==> src/common/dcas_pkg.sv <==
// Package for the dual channel converter serial port
package dcas_pkg;
    localparam int RES_BITS = 12;
    localparam int FRAME_BITS = 16;
    localparam logic [4:0] BIT_CNT_LAST = 5'h10;
    localparam logic [1:0] CHAN_SEL_POS = 2'h2;
    localparam logic [RES_BITS-1:0] SAMPLE_RESET = 12'h000;

    typedef enum logic [1:0] {
        DCAS_IDLE = 2'b00,
        DCAS_SHIFT = 2'b01,
        DCAS_DONE = 2'b10
    } dcas_state_t;

    // Serial pins seen from the device
    typedef struct packed {
        logic frame_n;
        logic sclk;
        logic sdi;
    } dcas_pins_in_t;

    // Converter sample handed in by the analog front end
    typedef struct packed {
        logic [RES_BITS-1:0] chan0;
        logic [RES_BITS-1:0] chan1;
    } dcas_samples_t;
endpackage : dcas_pkg

==> src/core/dcas_port.sv <==
// Serial conversion and readout port of a two channel converter
`timescale 1ns/10ps
// How it works
// - Serial input bits are captured on serial clock falling edges.
// - Output advances to next bit after each serial clock falling edge.
// - Output leaves high impedance once frame select goes low.
// - Output floats again after the falling edge ending the transfer.
// - Conversion completes within 16 serial clock cycles.
// - Frame select falling edge starts conversion and frames one transfer.
// - Third most significant input bit picks the channel.
// - Output sends two zeros, channel id, duplicate, result MSB first.
module dcas_port
(
    // Clock and reset
    input wire logic clk,
    input wire logic reset_n,
    // Serial pins
    input wire dcas_pkg::dcas_pins_in_t pins,
    output logic sdo_out,
    output logic sdo_oe_n,
    // Analog front end
    input wire dcas_pkg::dcas_samples_t samples,
    output logic conv_done,
    output logic conv_chan
);
    import dcas_pkg::*;

    typedef struct packed {
        dcas_pins_in_t sync1;
        dcas_pins_in_t sync2;
        logic sclk_last;
        logic frame_last;
        dcas_state_t state;
        logic [4:0] bit_cnt;
        logic [2:0] din_shift;
        logic chan;
        logic [FRAME_BITS-1:0] out_shift;
        logic sdo;
        logic oe_n;
        logic done;
    } dcas_regs_t;

    dcas_regs_t st_reg;
    dcas_regs_t st_next;
    logic sclk_fall;
    logic frame_fall;

    // Result word of one channel, picked by the channel register
    function automatic logic [RES_BITS-1:0] pick_sample(input dcas_samples_t s, input logic ch);
        logic [RES_BITS-1:0] word;
        if (ch)
            word = s.chan1;
        else
            word = s.chan0;
        return word;
    endfunction : pick_sample

    assign sclk_fall = st_reg.sclk_last & ~st_reg.sync2.sclk;
    assign frame_fall = st_reg.frame_last & ~st_reg.sync2.frame_n;

    always_comb
    begin
        st_next = st_reg;
        st_next.sync1 = pins;
        st_next.sync2 = st_reg.sync1;
        st_next.sclk_last = st_reg.sync2.sclk;
        st_next.frame_last = st_reg.sync2.frame_n;
        st_next.done = 1'b0;
        if (st_reg.sync2.frame_n)
        begin
            // Frame abort floats the line at once
            st_next.state = DCAS_IDLE;
            st_next.oe_n = 1'b1;
        end
        else
        begin
            case (st_reg.state)
                DCAS_IDLE:
                begin
                    if (frame_fall)
                    begin
                        // Sampled at frame start, so a pick only steers the next frame
                        st_next.state = DCAS_SHIFT;
                        st_next.bit_cnt = 5'h00;
                        st_next.din_shift = 3'h0;
                        st_next.oe_n = 1'b0;
                        st_next.sdo = 1'b0;
                        st_next.out_shift = {1'b0, st_reg.chan, st_reg.chan,
                            pick_sample(samples, st_reg.chan), 1'b0};
                    end
                end
                DCAS_SHIFT:
                begin
                    if (sclk_fall)
                    begin
                        st_next.bit_cnt = st_reg.bit_cnt + 5'h01;
                        if (st_reg.bit_cnt < 5'h03)
                            st_next.din_shift = {st_reg.din_shift[1:0], st_reg.sync2.sdi};
                        // Third capture holds the channel pick
                        if (st_reg.bit_cnt == {3'h0, CHAN_SEL_POS})
                            st_next.chan = st_reg.sync2.sdi;
                        st_next.sdo = st_reg.out_shift[FRAME_BITS-1];
                        st_next.out_shift = {st_reg.out_shift[FRAME_BITS-2:0], 1'b0};
                        if (st_reg.bit_cnt == BIT_CNT_LAST - 5'h01)
                        begin
                            st_next.state = DCAS_DONE;
                            st_next.oe_n = 1'b1;
                            st_next.done = 1'b1;
                        end
                    end
                end
                DCAS_DONE:
                begin
                    st_next.oe_n = 1'b1;
                end
                default:
                begin
                    st_next.state = DCAS_IDLE;
                    st_next.oe_n = 1'b1;
                end
            endcase
        end
    end

    always_ff @(posedge clk or negedge reset_n)
    begin
        if (!reset_n)
        begin
            // Pin idle levels, so no false edge follows reset
            st_reg <= '{sync1: 3'h4, sync2: 3'h4, sclk_last: 1'b0, frame_last: 1'b1,
                state: DCAS_IDLE, bit_cnt: 5'h00, din_shift: 3'h0, chan: 1'b0,
                out_shift: 16'h0000, sdo: 1'b0, oe_n: 1'b1, done: 1'b0};
        end
        else
        begin
            st_reg <= st_next;
        end
    end

    assign sdo_out = st_reg.sdo;
    assign sdo_oe_n = st_reg.oe_n;
    assign conv_done = st_reg.done;
    assign conv_chan = st_reg.chan;

    // Frame select high means floating output
    idle_float_a: assert property (@(posedge clk) disable iff (!reset_n)
        st_reg.sync2.frame_n |=> sdo_oe_n)
        else $error("output driven outside frame");

    frame_drive_a: assert property (@(posedge clk) disable iff (!reset_n)
        (frame_fall && st_reg.state == DCAS_IDLE) |=> !sdo_oe_n)
        else $error("output not driven after frame start");

    // No frame fall, no transfer
    idle_quiet_a: assert property (@(posedge clk) disable iff (!reset_n)
        (st_reg.state == DCAS_IDLE && !frame_fall) |=> (sdo_oe_n && st_reg.state == DCAS_IDLE))
        else $error("transfer without frame start");

    // A cut frame ends without a result
    abort_idle_a: assert property (@(posedge clk) disable iff (!reset_n)
        (st_reg.sync2.frame_n && st_reg.state != DCAS_IDLE) |=> (st_reg.state == DCAS_IDLE && !conv_done))
        else $error("cut frame not ended");

    end_release_a: assert property (@(posedge clk) disable iff (!reset_n)
        (sclk_fall && !st_reg.sync2.frame_n && st_reg.state == DCAS_SHIFT
            && st_reg.bit_cnt == 5'h0F) |=> (sdo_oe_n && conv_done))
        else $error("output not released at transfer end");

    // Late clock falls must not drive the line again
    done_float_a: assert property (@(posedge clk) disable iff (!reset_n)
        st_reg.state == DCAS_DONE |=> sdo_oe_n)
        else $error("output driven after transfer end");

    lead_zeros_a: assert property (@(posedge clk) disable iff (!reset_n)
        (st_reg.state == DCAS_SHIFT && st_reg.bit_cnt < 5'h02 && !sdo_oe_n) |-> !sdo_out)
        else $error("leading bits not zero");

    // Id pair names the channel sampled at frame start
    id_load_a: assert property (@(posedge clk) disable iff (!reset_n)
        (frame_fall && st_reg.state == DCAS_IDLE)
        |=> (st_reg.out_shift[FRAME_BITS-1:FRAME_BITS-3] == {1'b0, conv_chan, conv_chan}))
        else $error("channel id not loaded");

    chan_pick_a: assert property (@(posedge clk) disable iff (!reset_n)
        (sclk_fall && st_reg.state == DCAS_SHIFT && !st_reg.sync2.frame_n && st_reg.bit_cnt == 5'h02)
        |=> (conv_chan == $past(st_reg.sync2.sdi)))
        else $error("channel not taken from third bit");

    chan_hold_a: assert property (@(posedge clk) disable iff (!reset_n)
        !(sclk_fall && st_reg.state == DCAS_SHIFT && !st_reg.sync2.frame_n && st_reg.bit_cnt == 5'h02)
        |=> $stable(conv_chan))
        else $error("channel changed outside its slot");

    bit_advance_a: assert property (@(posedge clk) disable iff (!reset_n)
        (sclk_fall && st_reg.state == DCAS_SHIFT && !st_reg.sync2.frame_n)
        |=> (sdo_out == $past(st_reg.out_shift[FRAME_BITS-1])))
        else $error("output did not advance");

    // Output bit stands until the next detected fall
    bit_stand_a: assert property (@(posedge clk) disable iff (!reset_n)
        (!sclk_fall && st_reg.state == DCAS_SHIFT && !st_reg.sync2.frame_n) |=> $stable(sdo_out))
        else $error("output moved between clock falls");

    conv_len_a: assert property (@(posedge clk) disable iff (!reset_n)
        conv_done |-> $past(st_reg.bit_cnt) == 5'h0F)
        else $error("conversion length wrong");

    fall_count_a: assert property (@(posedge clk) disable iff (!reset_n)
        (sclk_fall && st_reg.state == DCAS_SHIFT && !st_reg.sync2.frame_n)
        |=> (st_reg.bit_cnt == $past(st_reg.bit_cnt) + 5'h01))
        else $error("fall count did not step");

    done_pulse_a: assert property (@(posedge clk) disable iff (!reset_n)
        conv_done |=> !conv_done)
        else $error("done pulse too long");

    din_cap_a: assert property (@(posedge clk) disable iff (!reset_n)
        (sclk_fall && st_reg.state == DCAS_SHIFT && !st_reg.sync2.frame_n && st_reg.bit_cnt == 5'h00)
        |=> st_reg.din_shift[0] == $past(st_reg.sync2.sdi))
        else $error("input bit not captured");

    // The second capture shifts the first bit up
    din_next_a: assert property (@(posedge clk) disable iff (!reset_n)
        (sclk_fall && st_reg.state == DCAS_SHIFT && !st_reg.sync2.frame_n && st_reg.bit_cnt == 5'h01)
        |=> (st_reg.din_shift[1:0] == {$past(st_reg.din_shift[0]), $past(st_reg.sync2.sdi)}))
        else $error("input bits not shifted");
endmodule : dcas_port

==> config.mk <==
export PLATFORM = sky130hd
export DESIGN_NAME = dcas_port
export DESIGN_NICKNAME = d
export VERILOG_FILES = /design/src/common/dcas_pkg.sv /design/src/core/dcas_port.sv
export SDC_FILE = /design/constraint.sdc
export NUM_CORES = 1
export LEC_CHECK = 0
export ABC_AREA = 1
export BUFFER_PORTS_ARGS = -buffer_cell sky130_fd_sc_hd__buf_2
export CORE_MARGIN = 2
export CORE_UTILIZATION = 35
export DETAILED_ROUTE_END_ITERATION = 6
export PLACE_DENSITY_LB_ADDON = 0.3
export RECOVER_POWER = 25
export SLEW_MARGIN = 20
export SYNTH_ARGS = -nofsm -noshare
export SYNTH_HDL_FRONTEND = slang
export SYNTH_SLANG_ARGS = --single-unit
==> constraint.sdc <==
create_clock -name clk -period 3.5 [get_ports clk]
set_clock_uncertainty 0.1 [all_clocks]
set_input_delay 1.05 -clock clk [delete_from_list [all_inputs] [get_ports clk]]
set_output_delay 1.05 -clock clk [all_outputs]
set_load 0.03 [all_outputs]
== Word-level counts from Yosys, hierarchy flattened ==
Cells that the tools add are included.

* Add/subtract/negate cells: 1
* Order comparisons: 1
* Equality and inequality tests: 11
* Multiplexer cells: 16
* Bitwise gates (word level): 4
* Reductions and logical operators: 7

{| class="wikitable"
|+ Operator list
! operator !! count
|-
| $pmux W17 S2 || 1
|-
| $mux W30 || 1
|-
| $mux W18 || 1
|-
| $pmux W8 S2 || 1
|-
| $mux W12 || 1
|-
| $reduce_and A4 Y1 || 3
|-
| $mux W10 || 1
|-
| $ne A3 B3 Y1 const B || 3
|-
| $ne A2 B2 Y1 const B || 4
|-
| $mux W2 || 3
|-
| $pmux W2 S3 || 1
|-
| $add A5 B1 Y5 const B || 1
|-
| $eq A5 B2 Y1 const B || 1
|-
| $eq A5 B4 Y1 const B || 1
|-
| $lt A5 B2 Y1 const B || 1
|-
| $reduce_and A5 Y1 || 1
|-
| $mux W1 || 4
|-
| $mux W3 || 1
|-
| $reduce_and A3 Y1 || 1
|-
| $and A1 B1 Y1 || 2
|-
| $eq A2 B1 Y1 const B || 1
|-
| $eq A2 B2 Y1 const B || 1
|-
| $logic_not A2 Y1 || 1
|-
| $not A1 Y1 || 2
|-
| 2 further kinds || 2
|}

* Flip-flop bits (word level): 37
* Input port bits: 29
* Output and inout bits: 4
* Logic and storage cells: 56

== Depth between registers and ports, before layout ==
* Depth after elaboration: 5
* Gate-level depth with buffers: 9
* Depth with buffers taken out: 9

== Worst setup path before layout ==
Ideal clock, no wire load.

* Path type: reg-to-output
* Start point: register st_reg (netlist bit sdo_oe_n)
* End point: output port sdo_oe_n
* Arrival: 597 ps
* Data required time: 2350 ps
* Path slack: 1753 ps
* Stages on the path, launching flop included: 1
* Buffers on the path: 0
* Cells stage by stage: dfstp_2

{| class="wikitable"
|+ RTL lines
! what !! line !! source
|-
| start: declaration || dcas_port.sv:43 || <nowiki>dcas_regs_t st_reg;</nowiki>
|-
| start signal: assignment || dcas_port.sv:130 || <nowiki>st_reg <= '{sync1: 3'h4, sync2: 3'h4, sclk_last: 1'b0, frame_last: 1'b1,</nowiki>
|-
| start signal: assignment || dcas_port.sv:136 || <nowiki>st_reg <= st_next;</nowiki>
|-
| end: declaration || dcas_port.sv:20 || <nowiki>output logic sdo_oe_n,</nowiki>
|}

No word-level cell between the ends.

== Worst setup path in the final report ==
* Start point: register st_reg (netlist bit conv_chan)
* End point: output port conv_chan

{| class="wikitable"
|+ RTL lines
! what !! line !! source
|-
| end: declaration || dcas_port.sv:24 || <nowiki>output logic conv_chan</nowiki>
|}

No word-level cell between the ends.

==> flow_metrics.env <==
export IMPL_status="finished with violations"
export IMPL_violations="capacitance limit, slew limit"
export IMPL_synth_top_family_by_area="simple AND/OR/NAND/NOR gates"
export IMPL_finalSetupTns_ns=0
export IMPL_drive_above_1_share=0.188
export IMPL_hold_viol=0
export IMPL_fillerInstances=564
export IMPL_setup_ws_ns=1.10
export IMPL_gr_total_overflow=0
export IMPL_cp_startpoint="conv_chan$_DFFE_PN0P_"
export IMPL_synthSimpleGateAreaFrac=0.379
export IMPL_fp_dieH_um=76.3
export IMPL_largest_reg_flops=25
export IMPL_synthArstFlopShare=1.00
export IMPL_die_area_mm2=0.00582
export IMPL_r2r_end="st_reg[4]$_DFFE_PN0P_"
export IMPL_final_core_util=0.412
export IMPL_r2r_start="st_reg[29]$_DFFE_PN0P_"
export IMPL_ant_nets=0
export IMPL_wl_per_cell_um=11.1
export IMPL_cts_made_buffers=5
export IMPL_rows=26
export IMPL_synthAdderAreaFrac=0.0205
export IMPL_cts_sinks=34
export IMPL_cts_root_buf="clkbuf_8"
export IMPL_instances_no_fill=336
export IMPL_wirelength_mm=3.73
export IMPL_yosysTopAreaCell="dfrtp_1"
export IMPL_ys_top_cells_by_count="nand2_1 (83), nand3_1 (51), dfrtp_1 (30), inv_1 (30), nor2_1 (5)"
export IMPL_synth_edff_count=0
export IMPL_grt_max_degree=35
export IMPL_core_area_mm2=0.00507
export IMPL_syn_area_per_cell_um2=7.75
export IMPL_period_needed_ns=2.40
export IMPL_clockBufferDepth=2
export IMPL_critPathCaptureType="output port"
export IMPL_cp_required_ns=2.35
export IMPL_irDropWorstVdd_mv=0.211
export IMPL_first_pass_iters=4
export IMPL_rsz0062_at_grt="no"
export IMPL_routabilityCongestion=0.731
export IMPL_critical_path_arrival_ns=1.25
export IMPL_drc=0
export IMPL_cp_max_fo=16
export IMPL_via_count=1530
export IMPL_fin_area_mm2=0.00209
export IMPL_max_freq_mhz=416
export IMPL_p_per_area_mw_per_mm2=433
export IMPL_post_cts_buffers=0
export IMPL_worst_path_buf_inv=1
export IMPL_maxCapViolations=1
export IMPL_tritoncts="done"
export IMPL_die_w_um=76.3
export IMPL_start_util=0.360
export IMPL_path_class="flip-flop to output port"
export IMPL_grt_util_met2=0.220
export IMPL_clk_latency_ns=0.28
export IMPL_dp_final_hpwl_mm=2.41
export IMPL_dp_cells=328
export IMPL_worstHoldPathCells=0
export IMPL_yosys_top_cells_area="dfrtp_1 (41%), nand2_1 (17%), nand3_1 (14%), inv_1 (6.2%), dfstp_2 (5.7%)"
export IMPL_ys_types=24
export IMPL_worst_pin_slew_ns=1.79
export IMPL_clk_pin_slew_worst_paths_ns=0.06
export IMPL_diodes=0
export IMPL_antenna_found_initial=0
export IMPL_critPathLaunchType="flip-flop"
export IMPL_port_buffers=32
export IMPL_post_dp_cell_area_mm2=0.00200
export IMPL_yosysSeqAreaShare=0.468
export IMPL_yosysMostFrequentCell="nand2_1"
export IMPL_syn_area_mm2=0.00183
export IMPL_synth_xor_area_frac=0.00479
export IMPL_cts_resized=0
export IMPL_ys_flop_type="dfrtp_1"
export IMPL_cts_hold_buf=0
export IMPL_ioPinCount=33
export IMPL_maxSlewViolCount=35
export IMPL_gr_usage_all_layers=0.135
export IMPL_hp_class="flip-flop to flip-flop"
export IMPL_worstSetupPathDepth=1
export IMPL_synth_seq_cells=34
export IMPL_grt_pass1_wl_mm=6.47
export IMPL_grtUsageMet1=0.178
export IMPL_synth_cells=236
export IMPL_relSlewSlack=-0.191
export IMPL_reg2reg_depth=5
export IMPL_cellLeakagePower_nw=1.16
export IMPL_setup_viol_count_final=0
export IMPL_holdWs_ns=0.249
export IMPL_synth_mux_area_frac=0
export IMPL_grt_pass1_vias=1446
export IMPL_slowest_stage="dfrtp_1"
export IMPL_synth_warnings=0
export IMPL_vias_per_cell=4.55
export IMPL_cp_top_family="flip-flops"
export IMPL_place_worst_setup_slack_ns=1.40
export IMPL_nNetsFinal=297
export IMPL_rrSetupSlack_ns=1.74
export IMPL_min_from="st_next[32]$_DFF_PN0_"
export IMPL_area_growth_pct=14.3
export IMPL_p_total_mw=0.904
export IMPL_fin_crit_sh=0.687
export IMPL_yosysTopAreaCellShare=0.411
export IMPL_h_tree_depth=2
export IMPL_drt_initial_drc_count=109
export IMPL_cpPeakStageDelay_ns=0.68
export IMPL_synth_fp_nets=268
export IMPL_path_cells="buf_2"
export IMPL_grt_busiest_layer="met2"
export IMPL_synth_compound_area_frac=0.0205
export IMPL_gr_usage_met3=0.0296
export IMPL_hold_path_end="st_reg[32]$_DFF_PN0_"
[layer usage]
metal | share of wire | up-vias | wire length, um
met5 | 0 | - | 0
met4 | 0.0096 | 0 | 36
met3 | 0.032 | 4 | 120
met2 | 0.47 | 26 | 1760
met1 | 0.49 | 703 | 1820
li1 | - | 797 | -
[cells in the final DEF, fill, tap and decap left out]
master / synthesis / layout
nand4_1: 2 / 2
clkinv_2: 0 / 1
a21oi_1: 2 / 2
ha_1: 3 / 3
buf_2: 4 / 31
nand2_1: 83 / 83
nor2_4: 1 / 1
dfstp_2: 4 / 3
nand3_1: 51 / 51
nand3_2: 2 / 2
clkbuf_8: 0 / 6
dfstp_1: 0 / 1
nand2_2: 1 / 1
dfrtp_1: 30 / 30
nand3_4: 1 / 1
clkbuf_1: 0 / 2
nor2_8: 1 / 1
inv_1: 30 / 30
nand3b_1: 1 / 1
o21a_1: 1 / 1
inv_2: 2 / 2
xnor2_1: 1 / 1
nand2_4: 1 / 1
nor2_1: 5 / 5
o21ai_1: 3 / 3
o21ai_0: 1 / 1
[where the power goes]
part | leakage (nW) | internal, mW | switching [mW]
Sequential | 0.431 | 0.438 | 0.0298
Combinational | 0.685 | 0.0527 | 0.0878
Clock | 0.0482 | 0.159 | 0.137
[final cells by class]
| cell class | count | area [um2] | area share |
|---|---|---|---|
| Multi-Input combinational cell | 160 | 776 | 0.371 |
| Sequential cell | 34 | 856 | 0.410 |
| Clock buffer | 7 | 86.3 | 0.0413 |
| Tap cell | 70 | 87.6 | 0.0419 |
| Timing Repair Buffer | 32 | 159 | 0.0760 |
| Clock inverter | 1 | 5.00 | 0.00240 |
| Inverter | 32 | 120 | 0.0575 |
[cell families (layout without fill, tap and decap cells)]
kind of cell,after synthesis,in the layout
XOR/XNOR,1,1
flip-flops,34,34
buffers and inverters,42,72
AND/OR/NAND/NOR,149,149
AO/OA/AOI/OAI,7,7
adder cells (fa/ha/maj),3,3
[how the worst max path moves through the flow]
stage | endpoint | slack [ns]
after CTS | conv_chan | 1.09
after floorplan | sdo_oe_n | 1.75
final | conv_chan | 1.10
after global routing | st_reg[4]$_DFFE_PN0P_ | 0.73
after detailed placement | conv_chan | 1.40
after global placement | conv_chan | 1.40
No activity file was read; power rests on OpenSTA's default activity.
